==> src/logic/cie_params.svh <==
`ifndef CIE_PARAMS_SVH
`define CIE_PARAMS_SVH

// register byte offsets
`define CIE_OFF_INSTR   8'h00
`define CIE_OFF_ACC     8'h04
`define CIE_OFF_STATUS  8'h08
`define CIE_OFF_PC      8'h0C
`define CIE_OFF_STACK   8'h10
`define CIE_OFF_WDOG    8'h14
`define CIE_OFF_FADDR   8'h18
`define CIE_OFF_FDATA   8'h1C
`define CIE_OFF_WAKE    8'h20

// status field positions
`define CIE_ST_C        0
`define CIE_ST_HC       1
`define CIE_ST_Z        2
`define CIE_ST_PDN      3
`define CIE_ST_TO       4
`define CIE_ST_BUSY     8
`define CIE_ST_SLEEP    9

// instruction word fields
`define CIE_OPC_HI      11
`define CIE_OPC_LO      8
`define CIE_DIR_BIT     7

// operation codes
`define CIE_OPC_NOP     4'h0
`define CIE_OPC_RET     4'h1
`define CIE_OPC_SLEEP   4'h2
`define CIE_OPC_SUBL    4'h3
`define CIE_OPC_XORL    4'h4
`define CIE_OPC_SUBF    4'h5
`define CIE_OPC_XORF    4'h6
`define CIE_OPC_SWAP    4'h7

// reset values
`define CIE_RST_TO      1'b1
`define CIE_RST_PDN     1'b1
`define CIE_RST_ACC     8'h00
`define CIE_RST_PC      13'h0000

// bus answers
`define CIE_RESP_OKAY   2'b00
`define CIE_RESP_SLVERR 2'b10

`endif

==> src/logic/cie_pkg.sv <==
`default_nettype none
`include "cie_params.svh"

package cie_pkg;
	// execution sequencer, one-hot
	typedef enum logic [3:0] {
		CIE_IDLE  = 4'b0001,
		CIE_EXEC  = 4'b0010,
		CIE_RET2  = 4'b0100,
		CIE_SLEEP = 4'b1000
	} cie_state_t;

	typedef enum logic [3:0] {
		CIE_NOP   = `CIE_OPC_NOP,
		CIE_RET   = `CIE_OPC_RET,
		CIE_SLP   = `CIE_OPC_SLEEP,
		CIE_SUBL  = `CIE_OPC_SUBL,
		CIE_XORL  = `CIE_OPC_XORL,
		CIE_SUBF  = `CIE_OPC_SUBF,
		CIE_XORF  = `CIE_OPC_XORF,
		CIE_SWAP  = `CIE_OPC_SWAP
	} cie_op_t;
endpackage

`default_nettype wire

==> src/logic/cie_exec.sv <==
// Notes on behaviour
// RQ1 - a return pops the return stack into the program counter and leaves every flag alone.
// RQ2 - a return keeps the core busy for two instruction cycles instead of one.
// RQ3 - sleep clears the watchdog counter and its prescaler to zero.
// RQ4 - sleep sets the time-out flag, clears the power-down flag and touches no other flag.
// RQ5 - after those updates sleep halts execution and stops the oscillator.
// RQ6 - literal minus accumulator goes to the accumulator and updates carry, half carry and zero.
// RQ7 - register minus accumulator updates carry, half carry and zero and goes to the destination.
// RQ8 - accumulator xor literal goes to the accumulator and updates only zero.
// RQ9 - accumulator xor register goes to the destination and updates only zero.
// RQ10 - nibble exchange swaps the two halves of the register and changes no flag.
// RQ11 - register forms use a 7-bit address and a direction bit, 0 to accumulator, 1 to register.
// RQ12 - zero marks a zero result and carry or half carry read 1 when no borrow occurred.
`timescale 1ns/1ps
`default_nettype none
`include "cie_params.svh"

module cie_exec #(
	parameter int STACK_DEPTH = 8,
	parameter int WDOG_PRE_W  = 8
) (
	input  wire logic               aclk,
	input  wire logic               aresetn,
	input  wire logic [7:0]         s_axi_awaddr,
	input  wire logic [2:0]         s_axi_awprot,
	input  wire logic               s_axi_awvalid,
	output logic                    s_axi_awready,
	input  wire logic [31:0]        s_axi_wdata,
	input  wire logic [3:0]         s_axi_wstrb,
	input  wire logic               s_axi_wvalid,
	output logic                    s_axi_wready,
	output logic [1:0]              s_axi_bresp,
	output logic                    s_axi_bvalid,
	input  wire logic               s_axi_bready,
	input  wire logic [7:0]         s_axi_araddr,
	input  wire logic [2:0]         s_axi_arprot,
	input  wire logic               s_axi_arvalid,
	output logic                    s_axi_arready,
	output logic [31:0]             s_axi_rdata,
	output logic [1:0]              s_axi_rresp,
	output logic                    s_axi_rvalid,
	input  wire logic               s_axi_rready,
	output logic                    sleep_mode,
	output logic                    osc_run
);
	import cie_pkg::*;

	localparam int SP_W = $clog2(STACK_DEPTH);

	// ----------------------------------------
	// parameter checks
	// ----------------------------------------
	if (STACK_DEPTH < 2 || STACK_DEPTH > 16 || (1 << SP_W) != STACK_DEPTH) begin : g_chk_stack
		$error("STACK_DEPTH must be a power of two from 2 to 16");
	end
	if (WDOG_PRE_W < 1 || WDOG_PRE_W > 8) begin : g_chk_pre
		$error("WDOG_PRE_W must be 1 to 8");
	end

	// ----------------------------------------
	// helpers
	// ----------------------------------------
	// returns {carry, half carry, result}; carry means no borrow
	function automatic logic [9:0] sub8(input logic [7:0] a, input logic [7:0] b);
		logic [8:0] full;
		logic [4:0] low;
		full = {1'b0, a} + {1'b0, ~b} + 9'h001;
		low  = {1'b0, a[3:0]} + {1'b0, ~b[3:0]} + 5'h01;
		return {full[8], low[4], full[7:0]};
	endfunction

	function automatic logic [31:0] merge(input logic [31:0] old, input logic [31:0] nw,
			input logic [3:0] strb);
		logic [31:0] r;
		r = old;
		for (int i = 0; i < 4; i++) begin
			if (strb[i]) begin
				r[i*8 +: 8] = nw[i*8 +: 8];
			end
		end
		return r;
	endfunction

	// ----------------------------------------
	// state
	// ----------------------------------------
	cie_state_t        st_q;
	logic [11:0]       instr_q;
	logic [7:0]        acc_q;
	logic              c_q, hc_q, z_q, to_q, pdn_q;
	logic [12:0]       pc_q;
	logic [12:0]       stack_mem [STACK_DEPTH];
	logic [SP_W-1:0]   sp_q;
	logic [7:0]        fmem [128];
	logic [6:0]        faddr_q;
	logic [7:0]        wdog_q;
	logic [WDOG_PRE_W-1:0] pre_q;
	logic              aw_full_q, w_full_q;
	logic [7:0]        awaddr_q;
	logic [31:0]       wdata_q;
	logic [3:0]        wstrb_q;

	// ----------------------------------------
	// decode and datapath
	// ----------------------------------------
	cie_op_t     ex_op;
	logic        ex_dir;
	logic [6:0]  ex_f;
	logic [7:0]  ex_k, fval, res;
	logic [9:0]  subl_r, subf_r;
	logic        exec, ex_sub, ex_xor, wr_acc, wr_f;
	logic [12:0] stack_top_entry;

	assign ex_op  = cie_op_t'(instr_q[`CIE_OPC_HI:`CIE_OPC_LO]);
	assign ex_dir = instr_q[`CIE_DIR_BIT];           // RQ11
	assign ex_f   = instr_q[6:0];                    // RQ11
	assign ex_k   = instr_q[7:0];
	assign fval   = fmem[ex_f];
	assign exec   = (st_q == CIE_EXEC);
	assign subl_r = sub8(ex_k, acc_q);               // RQ6
	assign subf_r = sub8(fval, acc_q);               // RQ7
	assign ex_sub = (ex_op == CIE_SUBL) || (ex_op == CIE_SUBF);
	assign ex_xor = (ex_op == CIE_XORL) || (ex_op == CIE_XORF);
	assign stack_top_entry = stack_mem[sp_q - SP_W'(1)];

	// result select; unknown codes behave as no-operation
	always_comb begin
		res    = acc_q;
		wr_acc = 1'b0;
		wr_f   = 1'b0;
		case (ex_op)
			CIE_SUBL: begin
				res    = subl_r[7:0];                    // RQ6
				wr_acc = exec;
			end
			CIE_XORL: begin
				res    = acc_q ^ ex_k;                   // RQ8
				wr_acc = exec;
			end
			CIE_SUBF, CIE_XORF, CIE_SWAP: begin
				if (ex_op == CIE_SUBF) begin
					res = subf_r[7:0];                   // RQ7
				end else if (ex_op == CIE_XORF) begin
					res = acc_q ^ fval;                  // RQ9
				end else begin
					res = {fval[3:0], fval[7:4]};        // RQ10
				end
				wr_acc = exec && !ex_dir;                // RQ11
				wr_f   = exec && ex_dir;                 // RQ11
			end
			default: begin
				res = acc_q;
			end
		endcase
	end

	// ----------------------------------------
	// bus write decode
	// ----------------------------------------
	logic        wr_do, wr_ok, busy;
	logic [7:0]  wa;
	logic [31:0] wv;

	assign busy  = (st_q == CIE_EXEC) || (st_q == CIE_RET2);
	assign wr_do = aw_full_q && w_full_q && !s_axi_bvalid;
	assign wa    = {awaddr_q[7:2], 2'b00};
	assign wv    = merge(32'h0000_0000, wdata_q, wstrb_q);

	// busy refuses every write so software never races the datapath
	always_comb begin
		wr_ok = 1'b0;
		if (wr_do && !busy) begin
			case (wa)
				`CIE_OFF_INSTR:  wr_ok = (st_q == CIE_IDLE);
				`CIE_OFF_ACC, `CIE_OFF_STATUS, `CIE_OFF_PC, `CIE_OFF_STACK,
				`CIE_OFF_FADDR, `CIE_OFF_FDATA, `CIE_OFF_WAKE: wr_ok = 1'b1;
				default:         wr_ok = 1'b0;
			endcase
		end
	end

	// ----------------------------------------
	// write channels
	// ----------------------------------------
	// address and data are caught in either order, released on the response
	always_ff @(posedge aclk) begin
		if (!aresetn) begin
			s_axi_awready <= 1'b1;
			s_axi_wready  <= 1'b1;
			aw_full_q     <= 1'b0;
			w_full_q      <= 1'b0;
			awaddr_q      <= 8'h00;
			wdata_q       <= 32'h0000_0000;
			wstrb_q       <= 4'h0;
			s_axi_bvalid  <= 1'b0;
			s_axi_bresp   <= `CIE_RESP_OKAY;
		end else begin
			if (s_axi_awvalid && s_axi_awready) begin
				aw_full_q     <= 1'b1;
				awaddr_q      <= s_axi_awaddr;
				s_axi_awready <= 1'b0;
			end
			if (s_axi_wvalid && s_axi_wready) begin
				w_full_q     <= 1'b1;
				wdata_q      <= s_axi_wdata;
				wstrb_q      <= s_axi_wstrb;
				s_axi_wready <= 1'b0;
			end
			if (wr_do) begin
				aw_full_q    <= 1'b0;
				w_full_q     <= 1'b0;
				s_axi_bvalid <= 1'b1;
				s_axi_bresp  <= wr_ok ? `CIE_RESP_OKAY : `CIE_RESP_SLVERR;
			end
			if (s_axi_bvalid && s_axi_bready) begin
				s_axi_bvalid  <= 1'b0;
				s_axi_awready <= 1'b1;
				s_axi_wready  <= 1'b1;
			end
		end
	end

	// ----------------------------------------
	// read channel
	// ----------------------------------------
	always_ff @(posedge aclk) begin
		if (!aresetn) begin
			s_axi_arready <= 1'b1;
			s_axi_rvalid  <= 1'b0;
			s_axi_rdata   <= 32'h0000_0000;
			s_axi_rresp   <= `CIE_RESP_OKAY;
		end else if (s_axi_arvalid && s_axi_arready) begin
			s_axi_arready <= 1'b0;
			s_axi_rvalid  <= 1'b1;
			s_axi_rresp   <= `CIE_RESP_OKAY;
			case ({s_axi_araddr[7:2], 2'b00})
				`CIE_OFF_INSTR:  s_axi_rdata <= {20'h00000, instr_q};
				`CIE_OFF_ACC:    s_axi_rdata <= {24'h000000, acc_q};
				`CIE_OFF_STATUS: s_axi_rdata <= {22'h000000, sleep_mode, busy, 3'b000,
						to_q, pdn_q, z_q, hc_q, c_q};
				`CIE_OFF_PC:     s_axi_rdata <= {19'h00000, pc_q};
				`CIE_OFF_STACK:  s_axi_rdata <= {19'h00000, stack_top_entry};
				`CIE_OFF_WDOG:   s_axi_rdata <= {16'h0000, 8'(pre_q), wdog_q};
				`CIE_OFF_FADDR:  s_axi_rdata <= {25'h0000000, faddr_q};
				`CIE_OFF_FDATA:  s_axi_rdata <= {24'h000000, fmem[faddr_q]};
				`CIE_OFF_WAKE:   s_axi_rdata <= 32'h0000_0000;
				default: begin
					s_axi_rdata <= 32'h0000_0000;
					s_axi_rresp <= `CIE_RESP_SLVERR;
				end
			endcase
		end else if (s_axi_rvalid && s_axi_rready) begin
			s_axi_rvalid  <= 1'b0;
			s_axi_arready <= 1'b1;
		end
	end

	// ----------------------------------------
	// sequencer
	// ----------------------------------------
	always_ff @(posedge aclk) begin
		if (!aresetn) begin
			st_q       <= CIE_IDLE;
			instr_q    <= 12'h000;
			sleep_mode <= 1'b0;
			osc_run    <= 1'b1;
		end else begin
			unique case (st_q)
				CIE_IDLE: begin
					if (wr_ok && wa == `CIE_OFF_INSTR) begin
						instr_q <= 12'(merge(32'h0000_0000, wdata_q, wstrb_q));
						st_q    <= CIE_EXEC;
					end
				end
				CIE_EXEC: begin
					if (ex_op == CIE_RET) begin
						st_q <= CIE_RET2;                // RQ2
					end else if (ex_op == CIE_SLP) begin
						st_q       <= CIE_SLEEP;         // RQ5
						sleep_mode <= 1'b1;              // RQ5
						osc_run    <= 1'b0;              // RQ5
					end else begin
						st_q <= CIE_IDLE;
					end
				end
				CIE_RET2: st_q <= CIE_IDLE;              // RQ2
				CIE_SLEEP: begin
					// wake sources live outside; software stands in for them here
					if (wr_ok && wa == `CIE_OFF_WAKE) begin
						st_q       <= CIE_IDLE;
						sleep_mode <= 1'b0;
						osc_run    <= 1'b1;
					end
				end
			endcase
		end
	end

	// ----------------------------------------
	// accumulator and flags
	// ----------------------------------------
	always_ff @(posedge aclk) begin
		if (!aresetn) begin
			acc_q <= `CIE_RST_ACC;
		end else if (wr_acc) begin
			acc_q <= res;                                // RQ6 RQ8 RQ11
		end else if (wr_ok && wa == `CIE_OFF_ACC) begin
			acc_q <= wv[7:0];
		end
	end

	always_ff @(posedge aclk) begin
		if (!aresetn) begin
			c_q   <= 1'b0;
			hc_q  <= 1'b0;
			z_q   <= 1'b0;
			to_q  <= `CIE_RST_TO;
			pdn_q <= `CIE_RST_PDN;
		end else if (exec) begin
			if (ex_sub) begin
				c_q  <= (ex_op == CIE_SUBL) ? subl_r[9] : subf_r[9];  // RQ12
				hc_q <= (ex_op == CIE_SUBL) ? subl_r[8] : subf_r[8];  // RQ12
			end
			if (ex_sub || ex_xor) begin
				z_q <= (res == 8'h00);                   // RQ12 RQ8 RQ9
			end
			if (ex_op == CIE_SLP) begin
				to_q  <= 1'b1;                           // RQ4
				pdn_q <= 1'b0;                           // RQ4
			end
		end else if (wr_ok && wa == `CIE_OFF_STATUS) begin
			c_q  <= wv[`CIE_ST_C];
			hc_q <= wv[`CIE_ST_HC];
			z_q  <= wv[`CIE_ST_Z];
		end
	end

	// ----------------------------------------
	// program counter and return stack
	// ----------------------------------------
	// the stack is circular: overflow overwrites the oldest entry silently
	always_ff @(posedge aclk) begin
		if (!aresetn) begin
			pc_q <= `CIE_RST_PC;
			sp_q <= '0;
		end else if (exec && ex_op == CIE_RET) begin
			pc_q <= stack_top_entry;                     // RQ1
			sp_q <= sp_q - SP_W'(1);                     // RQ1
		end else if (wr_ok && wa == `CIE_OFF_PC) begin
			pc_q <= wv[12:0];
		end else if (wr_ok && wa == `CIE_OFF_STACK) begin
			sp_q <= sp_q + SP_W'(1);
		end
	end

	always_ff @(posedge aclk) begin
		if (wr_ok && wa == `CIE_OFF_STACK) begin
			stack_mem[sp_q] <= wv[12:0];
		end
	end

	// ----------------------------------------
	// file registers
	// ----------------------------------------
	always_ff @(posedge aclk) begin
		if (wr_f) begin
			fmem[ex_f] <= res;                           // RQ7 RQ9 RQ10 RQ11
		end else if (wr_ok && wa == `CIE_OFF_FDATA) begin
			fmem[faddr_q] <= wv[7:0];
		end
	end

	always_ff @(posedge aclk) begin
		if (!aresetn) begin
			faddr_q <= 7'h00;
		end else if (wr_ok && wa == `CIE_OFF_FADDR) begin
			faddr_q <= wv[6:0];
		end
	end

	// ----------------------------------------
	// watchdog
	// ----------------------------------------
	// counts only while the oscillator runs, so it stands still in sleep
	always_ff @(posedge aclk) begin
		if (!aresetn) begin
			wdog_q <= 8'h00;
			pre_q  <= '0;
		end else if (exec && ex_op == CIE_SLP) begin
			wdog_q <= 8'h00;                             // RQ3
			pre_q  <= '0;                                // RQ3
		end else if (osc_run) begin
			pre_q <= pre_q + WDOG_PRE_W'(1);
			if (&pre_q) begin
				wdog_q <= wdog_q + 8'h01;
			end
		end
	end

	logic is_ret, is_slp, is_subl, is_subf, is_xorl, is_xorf, is_swap;
	assign is_ret  = exec && ex_op == CIE_RET;
	assign is_slp  = exec && ex_op == CIE_SLP;
	assign is_subl = exec && ex_op == CIE_SUBL;
	assign is_subf = exec && ex_op == CIE_SUBF;
	assign is_xorl = exec && ex_op == CIE_XORL;
	assign is_xorf = exec && ex_op == CIE_XORF;
	assign is_swap = exec && ex_op == CIE_SWAP;
endmodule

`default_nettype wire

==> config.mk <==
export PLATFORM = sky130hd
export DESIGN_NAME = cie_exec
export DESIGN_NICKNAME = d
export VERILOG_FILES = /design/src/logic/cie_pkg.sv /design/src/logic/cie_exec.sv
export VERILOG_INCLUDE_DIRS = /design/src /design/src/logic
export SDC_FILE = /design/constraint.sdc
export NUM_CORES = 2
export LEC_CHECK = 0
export BUFFER_PORTS_ARGS = -buffer_cell sky130_fd_sc_hd__buf_4
export CAP_MARGIN = 20
export CORE_ASPECT_RATIO = 1.25
export CORE_UTILIZATION = 23
export CTS_CLUSTER_DIAMETER = 120
export CTS_CLUSTER_SIZE = 30
export DETAILED_ROUTE_END_ITERATION = 7
export HOLD_SLACK_MARGIN = 0.12
export SLEW_MARGIN = 10
export SYNTH_ARGS = -nofsm -noshare
export SYNTH_HDL_FRONTEND = slang
export SYNTH_SLANG_ARGS = --single-unit
==> constraint.sdc <==
create_clock -name aclk -period 13.93 [get_ports aclk]
set_input_delay 1.393 -clock aclk [delete_from_list [all_inputs] [get_ports aclk]]
set_output_delay 1.393 -clock aclk [all_outputs]
set_load 0.01 [all_outputs]
[Word-level counts from Yosys, hierarchy flattened]
Memories as Yosys holds them, arrays and structs flattened. A register that Yosys moved wholly into a read port is not among the register bits.
Index checks and enable logic that the tools add are counted.
Word-level totals
  register bits: 135
  RAM bits: 1128
  output and inout port bits: 43
  word-level logic and storage cells: 192
  memories kept: 2
Memories
  fmem: words 128, width 8, read ports 2, clocked after Yosys merged registers in 2, write ports 1, RTL line cie_exec.sv:94  | logic [7:0] fmem [128];
  stack_mem: words 8, width 13, read ports 1, clocked after Yosys merged registers in 0, write ports 1, RTL line cie_exec.sv:92  | logic [12:0] stack_mem [STACK_DEPTH];
Operators by class
  $add $sub $neg: 12
  equal/unequal tests: 33
  muxes and demuxes: 61
  bitwise operators: 5
  reductions and logical operators: 52
Operators by type and width (count)
  16-bit case mux with 8 select lines: 1
  8-bit two-way mux: 6
  6-bit by 3-bit == test with 1-bit output, second input constant: 7
  7-bit two-way mux: 5
  1-bit two-way mux: 31
  13-bit two-way mux: 2
  6-bit by 2-bit == test with 1-bit output, second input constant: 4
  8-bit case mux with 3 select lines: 1
  4-bit by 3-bit == test with 1-bit output, second input constant: 5
  1-bit logical AND: 20
  8-bit by 8-bit adder with 9-bit output: 2
  9-bit by 1-bit adder with 9-bit output, second input constant: 2
  8-bit by 1-bit adder with 8-bit output, second input constant: 2
  8-bit logical NOT: 2
  4-bit two-way mux: 4
  4-bit case mux with 4 select lines: 1
  8-bit bitwise XOR: 2
  4-bit by 2-bit == test with 1-bit output, second input constant: 3
  6-bit by 1-bit == test with 1-bit output, second input constant: 2
  6-bit by 4-bit == test with 1-bit output, second input constant: 2
  2-bit AND reduction: 6
  2-bit nonzero test: 6
  4-bit by 4-bit adder with 5-bit output: 2
  5-bit by 1-bit adder with 5-bit output, second input constant: 2
  23 further kinds: 43

[Logic depth before layout (Yosys ltp)]
  depth after elaboration: 11
  gate-level depth with buffers: 23
  mapped depth without buffers: 19

[Least setup slack after synthesis]
No wires, ideal clock.
  kind: flip-flop to flip-flop
  start point: reg (tool-made name)
  end point: mem fmem[0][0] (data pin)
  setup time: 1197 ps
  data arrival time: 8115 ps
  path slack: 4618 ps
  cell stages (with the launch flop): 15
  buffers on the path: 3
  period minus slack after synthesis: 9312 ps
  path through: dfxtp_1 -> buf_6 -> buf_6 -> buf_2 -> mux4_2 -> mux2_2 -> o221ai_1 -> o21ai_1 -> nor2_1 -> ha_1 -> maj3_1 -> a22oi_1 -> a211oi_2 -> o21bai_1 -> o21ai_0
RTL lines (RTL line)
  end: declaration: cie_exec.sv:94

==> run metrics <==
vias in the first global route=34200; max cap viols=0; top_reg_cell synth=edfxtp_1; Initial Util=23.2%; Seq/Total Area, Yosys=61.7%; Max FO, Critical Path=91; post-synth top area share=57.4%; GP Congestion=0.906; hold depth=2; Worst Path Required=approximately 14 ns; gr usage total=between 10% and 20%; vias after detailed routing=34200; DR pass1 iterations=8; TritonCTS clock tree=built; Reg clk slew, reported paths=about 0.12 ns; DIE WIDTH=455 um; Port-buffer cells=58; Period minus WS final=around 8.5 ns; Final WS setup=5.43 ns; CTS Hold Bufs=0; first-pass GRT wire length=254000 um; Routed WL=177000 um; post-synth cell types=79; Post-Route Setup TNS=0 ns; total CTS buffers=48; status=finished clean; synthesized instance count=between 3000 and 4000; die area=roughly 260000 um^2; Leak Pwr=about 19 nW; Post-CTS Setup Inserts=0; WP data arrival=8.88 ns; Post-synth ARST share=0%; DR iter-0 viols=between 4000 and 5000; worst hold start=wdata_q[11]; Final Hold Vio Count=0; Ports=108; Synth area leaders=edfxtp_1, mux4_2, dfxtp_1; initial antenna violation count=3; final core occ=25.5%; Post-Place Worst Slack=roughly 5.5 ns; count of clock tree sinks=roughly 1300; nature of the critical path endpoint=flip-flop; drt drc=0; Syn Std Cell Area=59100 um^2; Reg2Reg Capture Point=fmem[22][6]; RSZ-0062 raised after global routing=false; clock latency on the worst-skew pair=0.73 ns; fraction of layout cells with a size suffix above 1=approximately 25%; Core Box Area=around 250000 um^2; final antenna-violating net count=0; CTS Buffer Depth=3; H-tree levels=2; Core Rows=between 200 and 250; max_slew headroom=21.6%; Fin Clk Skew=0.0580 ns; FILL cells=25800; Routed wire per std cell=25.9 um; GRT overflow=0; Nets=3544; post_cts resized=0; Hold WC Path Type=flip-flop to flip-flop; Post-synth EDFFs=between 1000 and 1500; Setup Viol. Count Final=0; vias per std cell=roughly 5; Avg Cell Area, Syn=17.0 um^2; Die Y=569 um; worst r2r path cells=21; maximum vdd drop=78.7 uV; fin. max-slew vios=0; yosys warns=0; fin crit share=61.0%; power per cell area=between 90 and 100 nW/um^2; worst hold path endpoint=wdata_q[11]; Root Buffer=clkbuf_16; CP startpoint kind=flip-flop; largest net degree at the start of global routing=between 90 and 100; Synth Register Bits=1257; largest area contributor in the netlist=edfxtp_1; fmax=between 100 and 150 MHz; Slew @ Worst Pin=1.17 ns; R2R setup slack=approximately 5.4 ns; area grow syn2layout=10.1%; CP Class=flip-flop to flip-flop; DP HPWL=119000 um
-- worst max-delay path, cell delays in order (launching register included) --
cell	delay (ns)
dfxtp_4	0.93
buf_4	0.59
buf_12	0.49
mux4_2	0.57
mux2_2	0.30
o221ai_1	0.56
o21ai_1	0.43
nor2_1	0.33
ha_1	0.20
inv_1	0.05
fa_1	0.43
a21o_1	0.18
a21oi_1	0.30
o21bai_1	0.10
a21oi_1	0.24
xnor2_1	0.15
a22oi_1	0.09
o211ai_1	0.22
a21oi_2	0.10
or3_1	0.44
o21ai_4	0.39
buf_4	0.81
-- metal layers --
metal	wire (um)	GRT usage, %	part of all wire, %	vias to the layer above
li1	-	-	-	14100
met2	87000	22.5	49	1712
met1	66800	16.6	38	18000
met4	9740	6.59	5.5	4
met5	26	0	0.015	-
met3	13300	1.99	7.5	293
-- cell usage after synthesis (46+ instances only) --
library cell  number
mux2i_1          153
edfxtp_1        1128
nand3_1           46
nor2_1           285
a22oi_1           70
o21ai_0           66
nand2_1          170
a21oi_1          122
inv_1             51
clkbuf_1         120
buf_2             66
mux4_2           573
dfxtp_1          129
-- report_power, final --
part           internal (W)  leakage, nW  switching [W]   total, W
Sequential          0.00405         11.5     0.00000749    0.00406
Combinational     0.0000209         6.38      0.0000383  0.0000592
Clock              0.000665        0.655        0.00117    0.00183
Total               0.00473         18.5        0.00121    0.00595
-- through the flow --
stage | power [W] | hold WS (ns) | std cells | area [um^2]
2_1_floorplan | 0.00418 | 0.422 | 3486 | 59100
3_3_place_gp | 0.00420 | 0.439 | 6725 | 63400
3_5_place_dp | 0.00420 | 0.445 | 6736 | 63500
4_1_cts | 0.00597 | 0.462 | 6804 | 64800
5_1_grt | 0.00608 | 0.471 | 6819 | 65000
6_report | 0.00595 | 0.461 | 6821 | 65000
-- cell type report --
class                      count  area [um^2]  share of cell area, %
sequential                  1257        36500                   56.1
multi-input combinational   1914        21300                   32.7
tap                         3344         4180                   6.44
timing repair buffer         182         1490                   2.30
clock buffer                  63         1270                   1.95
inverter                      53          199                  0.306
clock inverter                 5         81.3                  0.125
antenna                        3         7.51                 0.0115
-- worst max path at each step --
stage              start          end  slack (ns)  cells after the start
3_3_place_gp   flip-flop   fmem[8][6]        5.62                     21
3_5_place_dp   flip-flop   fmem[8][6]        5.53                     21
5_1_grt        flip-flop  fmem[71][6]        4.98                     21
2_1_floorplan  flip-flop   fmem[0][0]        4.62                     14
6_report       flip-flop  fmem[22][6]        5.43                     21
4_1_cts        flip-flop  fmem[48][6]        5.51                     21
-- cell families after synthesis --
| kind of cell | count (synthesis) | share of synthesized area (%) |
|---|---|---|
| compound gates | 447 | 5.00 |
| xor+xnor | 26 | 0.386 |
| fa+ha+maj | 24 | 0.530 |
| buf+inv | 315 | 2.63 |
| flops | 1257 | 61.7 |
| mux | 744 | 24.8 |
| other cells | 1 | 0.00635 |
| simple gates | 655 | 4.93 |
-- registers in the layout, summed over array words and instances, names as in the netlist, 12 cells and up, named ones only --
name and count:
fmem 1024, instr_q 12, pc_q 13, s_axi_rdata 16
stack_mem 104, wdata_q 13
-- cells in the final DEF, fill, tap and decap left out, drive strengths merged, types with 10 or more instances in the layout --
cell and instances:
edfxtp 1128, mux4 573, nor2 287, buf 182, nand2 170, mux2i 153, dfxtp 129, a21oi 123
o21ai 81, a22oi 70, clkbuf 63, inv 55, nand3 46, nor3 30, nand2b 28, ha 21
a211oi 21, nor2b 20, conb 18, mux2 18, and2 16, o211ai 16, a221oi 14, a31oi 14
xnor2 14, o22ai 13, o221ai 12, xor2 12, nor4 12, nand4 10
Note: power is estimated with default switching activity, not from simulation.
